### src/verilog/aemi_pkg.sv
// Package for the external asynchronous memory interface.
// Assumes a single system clock and a synchronous active-high reset.
package aemi_pkg;

    localparam int AD_W = 16;
    localparam int NUM_RGN = 4;
    localparam int RGN_OFS_W = 16;

    // Register addresses
    localparam logic [31:0] ADDR_GLOBAL = 32'hfffff000;
    localparam logic [31:0] ADDR_CTRL [NUM_RGN] = '{
        32'hfffff010, 32'hfffff014, 32'hfffff018, 32'hfffff01c};
    localparam logic [31:0] ADDR_TIME [NUM_RGN] = '{
        32'hfffff020, 32'hfffff024, 32'hfffff028, 32'hfffff02c};
    localparam logic [23:0] REG_PAGE = 24'hfffff0;

    // Region base tags, address bits 31:28
    localparam logic [3:0] RGN_TAG [NUM_RGN] = '{
        4'h1, 4'h2, 4'h3, 4'h4};

    // Reset values
    localparam logic [7:0] GLOBAL_RST = 8'h00;
    localparam logic [7:0] CTRL_RST = 8'h00;
    localparam logic [15:0] TIM_RST = 16'h70ff;

    // Field positions
    localparam int GLB_EN_BIT = 0;
    localparam int GLB_REFUSED_BIT = 7;
    localparam int CTRL_EN_BIT = 0;
    localparam int CTRL_W16_BIT = 1;
    localparam int TIM_BYTEWS_BIT = 15;
    localparam int TIM_ALEW_HI = 14;
    localparam int TIM_ALEW_LO = 12;
    localparam int TIM_NOHOLD_BIT = 10;
    localparam int TIM_NORDTURN_BIT = 9;
    localparam int TIM_NOWRTURN_BIT = 8;
    localparam int TIM_WRLEN_HI = 7;
    localparam int TIM_WRLEN_LO = 4;
    localparam int TIM_RDLEN_HI = 3;
    localparam int TIM_RDLEN_LO = 0;

    // Writable bit masks, reserved bits read zero
    localparam logic [7:0] GLB_WR_MASK = 8'h01;
    localparam logic [7:0] CTRL_WR_MASK = 8'h03;
    localparam logic [15:0] TIM_WR_MASK = 16'hf7ff;

    typedef enum logic [2:0] {
        ST_IDLE = 3'b000,
        ST_ADDR = 3'b001,
        ST_HOLD = 3'b010,
        ST_PRE = 3'b011,
        ST_STRB = 3'b100,
        ST_POST = 3'b101
    } aemi_state_t;

    typedef struct packed {
        logic wr;
        logic [1:0] region;
        logic [16:0] addr;
        logic [15:0] wdata;
        logic [1:0] be;
        logic w16;
        logic [15:0] tim;
    } aemi_acc_t;

    typedef struct packed {
        logic [15:0] ad;
        logic ad_oe;
        logic a16;
        logic [3:0] ms_n;
        logic ws_n;
        logic rs_n;
        logic ale;
        logic bhe_n;
        logic ble_n;
    } aemi_pins_t;

endpackage : aemi_pkg

### src/verilog/aemi_sync.sv
// Two-flop synchroniser for the multiplexed address/data input pins.
// Assumes the pins are asynchronous to the system clock.
`timescale 1ns/1ns
module aemi_sync (
    // Clock and reset
    input wire logic clk,
    input wire logic rst,
    // Data
    input wire logic [aemi_pkg::AD_W-1:0] din,
    output logic [aemi_pkg::AD_W-1:0] dout
);
    import aemi_pkg::*;

    logic [AD_W-1:0] meta_ff;
    logic [AD_W-1:0] sync_ff;

    always_ff @(posedge clk) begin
        if (rst) begin
            meta_ff <= '0;
            sync_ff <= '0;
        end else begin
            meta_ff <= din;
            sync_ff <= meta_ff;
        end
    end

    assign dout = sync_ff;

endmodule : aemi_sync

### src/verilog/aemi_top.sv
// External asynchronous memory interface: register file and bus sequencer.
// Assumes a core access port on MCLK; memory pins are asynchronous.
`timescale 1ns/1ns
module aemi_top (
    // Clock and reset
    input wire logic MCLK,
    input wire logic RST,
    // Core access port
    input wire logic BUS_REQ,
    input wire logic BUS_WR,
    input wire logic [31:0] BUS_ADDR,
    input wire logic [15:0] BUS_WDATA,
    input wire logic [1:0] BUS_BE,
    output logic BUS_READY,
    output logic BUS_DONE,
    output logic BUS_ERR,
    output logic [15:0] BUS_RDATA,
    // Memory bus pins
    input wire logic [aemi_pkg::AD_W-1:0] AD_IN,
    output logic [aemi_pkg::AD_W-1:0] AD_OUT,
    output logic AD_OE,
    output logic EXTRA_HIGH_ADDR_LINE,
    output logic [3:0] REGION_SELECT_N,
    output logic WRITE_STROBE_OUT_N,
    output logic READ_STROBE_OUT_N,
    output logic ADDR_LATCH_STROBE,
    output logic HIGH_BYTE_ENABLE_N,
    output logic LOW_BYTE_ENABLE_N
);
    import aemi_pkg::*;

    logic [7:0] glob_ff;
    logic [7:0] nxt_glob;
    wire logic [7:0] ctrl_q [NUM_RGN];
    wire logic [15:0] tim_q [NUM_RGN];
    aemi_state_t state_ff;
    aemi_state_t nxt_state;
    logic [3:0] cnt_ff;
    logic [3:0] nxt_cnt;
    aemi_acc_t acc_ff;
    aemi_acc_t nxt_acc;
    aemi_pins_t pins_ff;
    aemi_pins_t nxt_pins;
    logic done_ff;
    logic nxt_done;
    logic err_ff;
    logic nxt_err;
    logic ready_ff;
    logic [15:0] rdata_ff;
    logic [15:0] nxt_rdata;
    logic [AD_W-1:0] ad_sync;

    logic [NUM_RGN-1:0] rgn_hit;
    logic [NUM_RGN-1:0] ctrl_sel;
    logic [NUM_RGN-1:0] tim_sel;
    logic is_reg;
    logic is_mem;
    logic glob_sel;
    logic reg_known;
    logic reg_wr;
    logic mem_ok;
    logic [1:0] hit_rgn;
    logic [15:0] reg_rd;
    logic turn;
    logic [3:0] slen;

    aemi_sync u_sync (
        .clk(MCLK),
        .rst(RST),
        .din(AD_IN),
        .dout(ad_sync)
    );

    assign is_reg = BUS_ADDR[31:8] == REG_PAGE;
    assign glob_sel = BUS_ADDR == ADDR_GLOBAL;
    assign reg_known = glob_sel | (|ctrl_sel) | (|tim_sel);
    assign reg_wr = ready_ff & BUS_REQ & BUS_WR & is_reg;
    assign is_mem = |rgn_hit;

    // Per-region decode and configuration storage
    genvar g;
    for (g = 0; g < NUM_RGN; g++) begin : g_rgn
        logic [7:0] ctrl_ff;
        logic [7:0] nxt_ctrl;
        logic [15:0] tim_ff;
        logic [15:0] nxt_tim;

        // 64 kB window per region
        assign rgn_hit[g] = BUS_ADDR[31:28] == RGN_TAG[g]
            && BUS_ADDR[27:RGN_OFS_W] == '0;
        assign ctrl_sel[g] = BUS_ADDR == ADDR_CTRL[g];
        assign tim_sel[g] = BUS_ADDR == ADDR_TIME[g];
        assign ctrl_q[g] = ctrl_ff;
        assign tim_q[g] = tim_ff;

        always_comb begin
            nxt_ctrl = ctrl_ff;
            nxt_tim = tim_ff;
            if (reg_wr && ctrl_sel[g]) begin
                nxt_ctrl = BUS_WDATA[7:0] & CTRL_WR_MASK;
            end
            if (reg_wr && tim_sel[g]) begin
                nxt_tim = BUS_WDATA & TIM_WR_MASK;
            end
        end

        always_ff @(posedge MCLK) begin
            if (RST) begin
                ctrl_ff <= CTRL_RST;
                tim_ff <= TIM_RST;
            end else begin
                ctrl_ff <= nxt_ctrl;
                tim_ff <= nxt_tim;
            end
        end
    end

    // Region index and register read mux
    always_comb begin
        hit_rgn = 2'd0;
        reg_rd = 16'h0000;
        if (glob_sel) begin
            reg_rd = {8'h00, glob_ff};
        end
        for (int i = 0; i < NUM_RGN; i++) begin
            if (rgn_hit[i]) begin
                hit_rgn = 2'(i);
            end
            if (ctrl_sel[i]) begin
                reg_rd = {8'h00, ctrl_q[i]};
            end
            if (tim_sel[i]) begin
                reg_rd = tim_q[i];
            end
        end
    end

    assign mem_ok = is_mem && glob_ff[GLB_EN_BIT]
        && ctrl_q[hit_rgn][CTRL_EN_BIT];

    // Global register: enable plus sticky refused flag
    always_comb begin
        nxt_glob = glob_ff;
        if (reg_wr && glob_sel) begin
            nxt_glob = BUS_WDATA[7:0] & GLB_WR_MASK;
        end
        if (ready_ff && BUS_REQ && !is_reg && !mem_ok) begin
            nxt_glob[GLB_REFUSED_BIT] = 1'b1;
        end
    end

    always_ff @(posedge MCLK) begin
        if (RST) begin
            glob_ff <= GLOBAL_RST;
        end else begin
            glob_ff <= nxt_glob;
        end
    end

    assign turn = acc_ff.wr ? !acc_ff.tim[TIM_NOWRTURN_BIT]
        : !acc_ff.tim[TIM_NORDTURN_BIT];
    assign slen = acc_ff.wr ? acc_ff.tim[TIM_WRLEN_HI:TIM_WRLEN_LO]
        : acc_ff.tim[TIM_RDLEN_HI:TIM_RDLEN_LO];

    // Access sequencer
    always_comb begin
        nxt_state = state_ff;
        nxt_cnt = cnt_ff;
        nxt_acc = acc_ff;
        nxt_done = 1'b0;
        nxt_err = 1'b0;
        nxt_rdata = rdata_ff;
        case (state_ff)
            ST_IDLE: begin
                if (BUS_REQ) begin
                    if (is_reg) begin
                        nxt_done = 1'b1;
                        nxt_err = !reg_known;
                        if (!BUS_WR) begin
                            nxt_rdata = reg_rd;
                        end
                    end else if (mem_ok) begin
                        nxt_acc.wr = BUS_WR;
                        nxt_acc.region = hit_rgn;
                        nxt_acc.addr = BUS_ADDR[16:0];
                        nxt_acc.wdata = BUS_WDATA;
                        nxt_acc.be = BUS_BE;
                        nxt_acc.w16 = ctrl_q[hit_rgn][CTRL_W16_BIT];
                        nxt_acc.tim = tim_q[hit_rgn];
                        nxt_cnt = {1'b0,
                            tim_q[hit_rgn][TIM_ALEW_HI:TIM_ALEW_LO]};
                        nxt_state = ST_ADDR;
                    end else begin
                        nxt_done = 1'b1;
                        nxt_err = 1'b1;
                    end
                end
            end
            ST_ADDR: begin
                if (cnt_ff != 4'h0) begin
                    nxt_cnt = cnt_ff - 4'h1;
                end else if (!acc_ff.tim[TIM_NOHOLD_BIT]) begin
                    nxt_state = ST_HOLD;
                end else if (turn) begin
                    nxt_state = ST_PRE;
                end else begin
                    nxt_state = ST_STRB;
                    nxt_cnt = slen;
                end
            end
            ST_HOLD: begin
                if (turn) begin
                    nxt_state = ST_PRE;
                end else begin
                    nxt_state = ST_STRB;
                    nxt_cnt = slen;
                end
            end
            ST_PRE: begin
                nxt_state = ST_STRB;
                nxt_cnt = slen;
            end
            ST_STRB: begin
                if (cnt_ff != 4'h0) begin
                    nxt_cnt = cnt_ff - 4'h1;
                end else begin
                    if (!acc_ff.wr) begin
                        nxt_rdata = acc_ff.w16 ? ad_sync
                            : {8'h00, ad_sync[7:0]};
                    end
                    if (turn) begin
                        nxt_state = ST_POST;
                    end else begin
                        nxt_state = ST_IDLE;
                        nxt_done = 1'b1;
                    end
                end
            end
            ST_POST: begin
                nxt_state = ST_IDLE;
                nxt_done = 1'b1;
            end
            default: begin
                nxt_state = ST_IDLE;
            end
        endcase
    end

    // Pin values follow the next state so pins leave flops aligned
    always_comb begin
        nxt_pins = '0;
        nxt_pins.ms_n = 4'hf;
        nxt_pins.ws_n = 1'b1;
        nxt_pins.rs_n = 1'b1;
        nxt_pins.bhe_n = 1'b1;
        nxt_pins.ble_n = 1'b1;
        if (nxt_state != ST_IDLE) begin
            nxt_pins.ms_n[nxt_acc.region] = 1'b0;
            nxt_pins.a16 = !nxt_acc.w16 && nxt_acc.addr[16];
            if (nxt_acc.w16 && !nxt_acc.tim[TIM_BYTEWS_BIT]) begin
                nxt_pins.bhe_n = !nxt_acc.be[1];
                nxt_pins.ble_n = !nxt_acc.be[0];
            end
        end
        case (nxt_state)
            ST_ADDR: begin
                nxt_pins.ad = nxt_acc.addr[15:0];
                nxt_pins.ad_oe = 1'b1;
                nxt_pins.ale = 1'b1;
            end
            ST_HOLD: begin
                nxt_pins.ad = nxt_acc.addr[15:0];
                nxt_pins.ad_oe = 1'b1;
            end
            ST_PRE, ST_STRB, ST_POST: begin
                if (nxt_acc.wr) begin
                    nxt_pins.ad_oe = 1'b1;
                    nxt_pins.ad = nxt_acc.w16 ? nxt_acc.wdata
                        : {8'h00, nxt_acc.wdata[7:0]};
                end
                if (nxt_state == ST_STRB) begin
                    nxt_pins.ws_n = !nxt_acc.wr;
                    nxt_pins.rs_n = nxt_acc.wr;
                    if (nxt_acc.wr && nxt_acc.tim[TIM_BYTEWS_BIT]) begin
                        nxt_pins.ble_n = nxt_acc.addr[0];
                        nxt_pins.bhe_n = !nxt_acc.addr[0];
                    end
                end
            end
            default: begin
                nxt_pins.ad_oe = 1'b0;
            end
        endcase
    end

    always_ff @(posedge MCLK) begin
        if (RST) begin
            state_ff <= ST_IDLE;
            cnt_ff <= 4'h0;
            acc_ff <= '0;
            pins_ff <= '{ad: 16'h0000, ad_oe: 1'b0, a16: 1'b0,
                ms_n: 4'hf, ws_n: 1'b1, rs_n: 1'b1, ale: 1'b0,
                bhe_n: 1'b1, ble_n: 1'b1};
            done_ff <= 1'b0;
            err_ff <= 1'b0;
            ready_ff <= 1'b1;
            rdata_ff <= 16'h0000;
        end else begin
            state_ff <= nxt_state;
            cnt_ff <= nxt_cnt;
            acc_ff <= nxt_acc;
            pins_ff <= nxt_pins;
            done_ff <= nxt_done;
            err_ff <= nxt_err;
            ready_ff <= nxt_state == ST_IDLE;
            rdata_ff <= nxt_rdata;
        end
    end

    assign BUS_READY = ready_ff;
    assign BUS_DONE = done_ff;
    assign BUS_ERR = err_ff;
    assign BUS_RDATA = rdata_ff;
    assign AD_OUT = pins_ff.ad;
    assign AD_OE = pins_ff.ad_oe;
    assign EXTRA_HIGH_ADDR_LINE = pins_ff.a16;
    assign REGION_SELECT_N = pins_ff.ms_n;
    assign WRITE_STROBE_OUT_N = pins_ff.ws_n;
    assign READ_STROBE_OUT_N = pins_ff.rs_n;
    assign ADDR_LATCH_STROBE = pins_ff.ale;
    assign HIGH_BYTE_ENABLE_N = pins_ff.bhe_n;
    assign LOW_BYTE_ENABLE_N = pins_ff.ble_n;

    // Strobe run-length counters for checking
    logic [4:0] ale_run_ff;
    logic [4:0] ws_run_ff;
    logic [4:0] rs_run_ff;
    always_ff @(posedge MCLK) begin
        if (RST) begin
            ale_run_ff <= 5'd0;
            ws_run_ff <= 5'd0;
            rs_run_ff <= 5'd0;
        end else begin
            ale_run_ff <= ADDR_LATCH_STROBE ? ale_run_ff + 5'd1 : 5'd0;
            ws_run_ff <= !WRITE_STROBE_OUT_N ? ws_run_ff + 5'd1 : 5'd0;
            rs_run_ff <= !READ_STROBE_OUT_N ? rs_run_ff + 5'd1 : 5'd0;
        end
    end
endmodule : aemi_top
### config.mk
export PLATFORM = sky130hd
export DESIGN_NAME = aemi_top
export DESIGN_NICKNAME = d
export VERILOG_FILES = /design/src/verilog/aemi_pkg.sv /design/src/verilog/aemi_sync.sv /design/src/verilog/aemi_top.sv
export SDC_FILE = /design/constraint.sdc
export NUM_CORES = 1
export LEC_CHECK = 0
export BUFFER_PORTS_ARGS = -buffer_cell sky130_fd_sc_hd__buf_2
export CORE_UTILIZATION = 50
export CTS_BUF_LIST = sky130_fd_sc_hd__clkbuf_2
export DETAILED_ROUTE_END_ITERATION = 10
export PLACE_DENSITY = 0.71
export SKIP_CTS_REPAIR_TIMING = 1
export SYNTH_ARGS = -nofsm -noshare
export SYNTH_HDL_FRONTEND = slang
export SYNTH_SLANG_ARGS = --single-unit
### constraint.sdc
create_clock -name MCLK -period 6.05 [get_ports MCLK]
set_input_delay 0 -clock MCLK [delete_from_list [all_inputs] [get_ports MCLK]]
set_output_delay 0 -clock MCLK [all_outputs]
set_load 0.01 [all_outputs]
Word-level counts from Yosys, hierarchy flattened
Index checks and enable logic that the tools add are counted.

cells by class
  add/subtract/negate cells = 1
  magnitude comparators = 3
  eq/ne operators = 33
  multiplexer cells = 69
  bitwise operators = 13
  reduce and logical (&&, ||, !) cells = 52

operators by type and width
  operator                                              number
  equality test 32 bit (second input constant)          9
  two-way mux 16 bit                                    17
  two-way mux 55 bit                                    4
  one-hot mux 16 bit (2 select lines)                   2
  binary-select mux 16 bit (select 2 bit)               1
  two-way mux 4 bit                                     8
  equality test 24 bit (second input constant)          1
  two-way mux 3 bit                                     8
  logical AND 1 bit                                     22
  one-hot mux 4 bit (5 select lines)                    1
  two-way mux 2 bit                                     9
  two-way mux 17 bit                                    1
  binary-select mux 8 bit (select 2 bit)                1
  two-way mux 8 bit                                     2
  inequality test 2 bit (second input constant)         8
  one-hot mux 3 bit (5 select lines)                    1
  equality test 3 x 2 -> 1 bit (second input constant)  4
  equality test 3 bit (second input constant)           4
  logical NOT 12 bit                                    1
  AND reduction 6 bit                                   2
  OR reduction 4 bit                                    3
  logical NOT 1 bit                                     11
  two-way mux 1 bit                                     11
  OR reduction 3 bit                                    3
  other kinds (24)                                      37

word-level totals
  register bits after elaboration = 210
  bits of input ports = 70
  output and inout bits = 46
  word-level logic and storage cells = 206

Logic depth before layout (Yosys ltp)
  depth in word-level cells = 21
  mapped depth = 10
  mapped depth without buffers = 9

Modules after synthesis
From an unflattened synthesis, not the netlist that was laid out.

second synthesis, totals
  cells, all modules = 1033
  area total of the unflattened synthesis = 9085.0 um^2

modules (own cells, without submodules)
  module     instances  cells an instance  area an instance (um^2)  sequential area each (um^2)
  aemi_top   1          966                8221.6                   3483.3
  aemi_sync  1          67                 863.3                    640.6

Least setup slack after synthesis
OpenSTA, ideal clock, no wires.

  path kind = register to register
  from = reg cnt_ff[0]
  to = reg pins_ff, in the netlist AD_OUT[10]
  library setup time = 146 ps
  arrival time = 2483 ps
  data required time = 5904 ps
  path slack = 3422 ps
  cell stages (with the launch flop) = 11
  buffers on the path = 2
  period minus slack after synthesis = 2628 ps
  cell sequence = dfxtp_1 inv_1 ha_1 or3b_2 clkbuf_1 o21ai_0 nand2_1 o31ai_2 nand2b_1 clkbuf_1 o22ai_1

between the ends
  longest elaborated chain between the ends = 6
  elaborated cells between the ends (all ways) = 12
  classes of those cells = eq/ne: 5; mux: 4; reduce/logical: 3

RTL lines
  element                                                          line                              source
  start, declared                                                  aemi_top.sv:38                    logic [3:0] cnt_ff;
  start signal, assigned                                           aemi_top.sv:310                   cnt_ff <= nxt_cnt;
  nonzero test 4 bit (*)                                           aemi_top.sv:200, aemi_top.sv:224
  two-way mux 3 bit (on tied branches)                             aemi_top.sv:224, aemi_top.sv:200
  one-hot mux 3 bit (5 select lines) (*)                           aemi_top.sv:173                   case (state_ff)
  equality test 3 bit, or another cell as far along                aemi_top.sv:265                   case (nxt_state)
  OR reduction 3 bit / OR reduction 2 bit (equally long branches)  n/a
  one-hot mux 16 bit (2 select lines) (*)                          aemi_top.sv:265
  end signal, assigned                                             aemi_top.sv:301                   pins_ff <= '{ad: 16'h0000, ad_oe: 1'b0, a16: 1'b0,
  end signal, assigned                                             aemi_top.sv:312                   pins_ff <= nxt_pins;
  end, declared                                                    aemi_top.sv:42                    aemi_pins_t pins_ff;

Mark *: on every way between the ends. The rest lies on a longest branch, timed or not.
A chain may end at the register's enable or synchronous reset.

Worst setup path after layout
  from = reg cnt_ff[0]
  to = reg pins_ff, in the netlist AD_OUT[14]

Same word-level chain as after synthesis.

==> reports/qor.yml <==
status: "finished, violations left"
violations: "negative hold slack"
grt_overflow: 0
die-area_sq_mm: 0.01831
crit_type: "reg2reg"
max_slew.worst_pin.slew_ns: 1.096
ys_async_sr_fraction: 0
cp_data_required_time_ns: 6.69
arrival_ns: 4.16
final.period_utilization: 0.5816
grt_pass1_vias: 7321
fin_hold_ws_ns: -0.006436
num_vias: 8485
fin_nets: 1270
period_minus_slack_ns: 3.518
htreeDepth: 2
grt_pass1_wl_um: 39050
synth_seq_cells: 206
viasPerCell: 5.832
worstPathCellList: "inv_1 -> ha_1 -> or3b_2 -> o21ai_0 -> nand2_1 -> o31ai_2 -> nand2b_1 -> o22ai_1"
clk_latency_ns: 0.83
cp-start-kind: "flip-flop"
crit_path_max_fanout: 16
powerDensity_mw_per_mm2: 220.3
wl_um: 27510
core_area_sq_mm: 0.01730
antenna_left: 0
rows: 48
hpwl_um: 17540
die_w_um: 135.3
seqCellArea_sq_mm: 0.004124
multi_input_area_sq_mm: 0.004420
fin_util: 0.6368
synth_fp_nets: 1057
ys_seq_area_frac: 0.4641
crit_family: "simple AND/OR/NAND/NOR gates"
globalplace.congestion: 0.9268
path_clk_slew_ns: 0.10
tns_ns: 0
die_height_um: 135.3
antenna_found_initial: 1
num_io_pins: 116
ff2ff_setup_slack_ns: 2.53
grt_max_degree: 64
drt_iter0_markers: 820
clock-sinks: 206
r2r_cells: 8
hold_viol: 2
cts_tree: "built"
holdPathEnd: "acc_ff[43]$_SDFF_PP0_"
cts_root_buffer: "clkbuf_2"
avgRoutedWirePerCell_um: 18.91
synth_warnings: 0
r2r_start: "cnt_ff[0]$_SDFFE_PP0P_"
hold_depth: 4
leakagePower_nw: 4.564
skew_ns: 0.03614
hold_path.class: "in2reg"
cpPeakStageDelay_ns: 0.72
finalSetupViolCount: 0
drv_slew: 0
max_slew_margin: 0.2591
cts_made_buffers: 52
synth_cell_types: 74
ir_drop_uv: 109.7
drcViolationCount: 0
drive_gt1_frac: 0.1961
cap_violations: 0
cpMaxStageDelayCell: "o31ai_2"
io_buffers: 115
end_kind: "flip-flop"
max_freq_mhz: 284.2
cts_buffer_depth: 3
netlist_area_sq_mm: 0.008886
timing.rr.end: "AD_OUT[14]$_SDFF_PP0_"
fill_cells: 1487
synth-edff-count: 0
initial_core_util: 0.5137
grtUsageTotal: 0.2755
netlist_instances: 986
avgSynthCellArea_sq_um: 9.012
startpoint: "cnt_ff[0]$_SDFFE_PP0P_"
first_pass_iters: 6
area_delta_synth_final_pct: 23.95
cp.buffers_inverters: 1
synth_flop_cell: "dfxtp_1"
rsz0062_at_grt: "no"
hold_start: "BUS_ADDR[8]"
[power by group]
group          total (mW)  switching (mW)  internal (mW)
Clock               0.908           0.554          0.354
Sequential           1.37         0.00261           1.37
Combinational       0.150          0.0761         0.0740
Total                2.43           0.633           1.79
[worst max path at each step]
stage	endpoint	slack, ns	cells past startpoint
finish	AD_OUT[14]$_SDFF_PP0_	2.53	8
global route	AD_OUT[12]$_SDFF_PP0_	2.29	8
CTS	AD_OUT[13]$_SDFF_PP0_	2.61	8
detailed placement	g_rgn[3].tim_ff[10]$_SDFFE_PP0P_	2.52	7
global placement	g_rgn[3].tim_ff[12]$_SDFFE_PP1P_	2.65	7
floorplan	AD_OUT[10]$_SDFF_PP0_	3.42	10
[synthesized netlist by cell type, drive strengths merged (5+ instances only)]
cell / instances / area (sq um)
o22ai: 22 / 137.6
and3: 5 / 31.28
nor4: 10 / 111.4
mux2: 9 / 101.4
o32ai: 10 / 87.58
o21ai: 17 / 85.08
nor2: 73 / 274.0
a32o: 12 / 120.1
nor3b: 9 / 67.56
buf: 21 / 127.6
nand2: 147 / 551.8
nand2b: 14 / 87.58
a22oi: 16 / 120.1
nor2b: 48 / 300.3
mux2i: 72 / 720.7
nor4b: 5 / 56.31
nand3: 40 / 200.2
a21oi: 35 / 175.2
nor3: 22 / 125.1
clkbuf: 51 / 191.4
dfxtp: 206 / 4124
a211oi: 12 / 90.09
inv: 9 / 33.78
or4: 5 / 41.29
a221oi: 14 / 122.6
o211ai: 14 / 105.1
and2: 13 / 81.33
or2: 13 / 81.33
nand4: 7 / 43.79
or4b: 5 / 50.05
[cell type report]
cell class | instances | area share
multi-input combinational | 698 | 0.4013
sequential | 206 | 0.3744
timing repair buffer | 231 | 0.1559
clock buffer | 71 | 0.03226
tap | 225 | 0.02556
clock inverter | 13 | 0.006929
inverter | 10 | 0.003408
antenna | 1 | 0.0002272
[cells by family after synthesis]
group / share of synthesized area
flops: 0.4641
xor+xnor: 0.002957
mux: 0.09251
buf+inv: 0.04013
fa+ha+maj: 0.001408
simple gates: 0.2447
compound gates: 0.1542
[cells in the final DEF (no fill, tap or decap), drive strengths merged, types with 14 or more instances in the layout]
master / Yosys / final
a21oi: 35 / 35
o22ai: 22 / 22
a221oi: 14 / 14
nor2b: 48 / 48
o211ai: 14 / 14
dlygate4sd3: 0 / 107
nor3: 22 / 22
nor2: 73 / 73
clkbuf: 51 / 71
mux2i: 72 / 72
a22oi: 16 / 16
nand2: 147 / 147
buf: 21 / 124
o21ai: 17 / 17
dfxtp: 206 / 206
nand2b: 14 / 14
nand3: 40 / 40
[stage by stage]
stage	worst slack, ns	total power, mW	std cells	area, sq um
2_1_floorplan	3.422	1.446	986	8886
3_3_place_gp	2.653	1.496	1263	9509
3_5_place_dp	2.521	1.497	1263	9509
4_1_cts	2.606	2.388	1347	9941
5_1_grt	2.293	2.530	1455	11010
6_report	2.532	2.427	1455	11010
[worst reg2reg max path: cells and delay by family (launching register included)]
kind / cells / cell delay [ns]
compound gates: 3 / 1.26
fa+ha+maj: 1 / 0.24
buf+inv: 1 / 0.06
flops: 1 / 0.35
simple gates: 3 / 1.44
[routing by layer]
metal,GRT usage,vias up,part of all wire
li1,-,3994,-
met1,0.3628,4018,0.41
met2,0.4271,386,0.47
met3,0.05874,87,0.073
met4,0.1355,0,0.041
met5,0,-,0
[flip-flops by register name (all words and copies together), names as in the netlist, 2 cells and up]
name             flops
AD_OUT              16
BUS_RDATA           16
REGION_SELECT_N      4
acc_ff              51
cnt_ff               4
g_rgn.ctrl_ff        8
g_rgn.tim_ff        60
glob_ff              2
state_ff             3
u_sync.dout         16
u_sync.meta_ff      16
No activity file was read; power rests on OpenSTA's default activity.
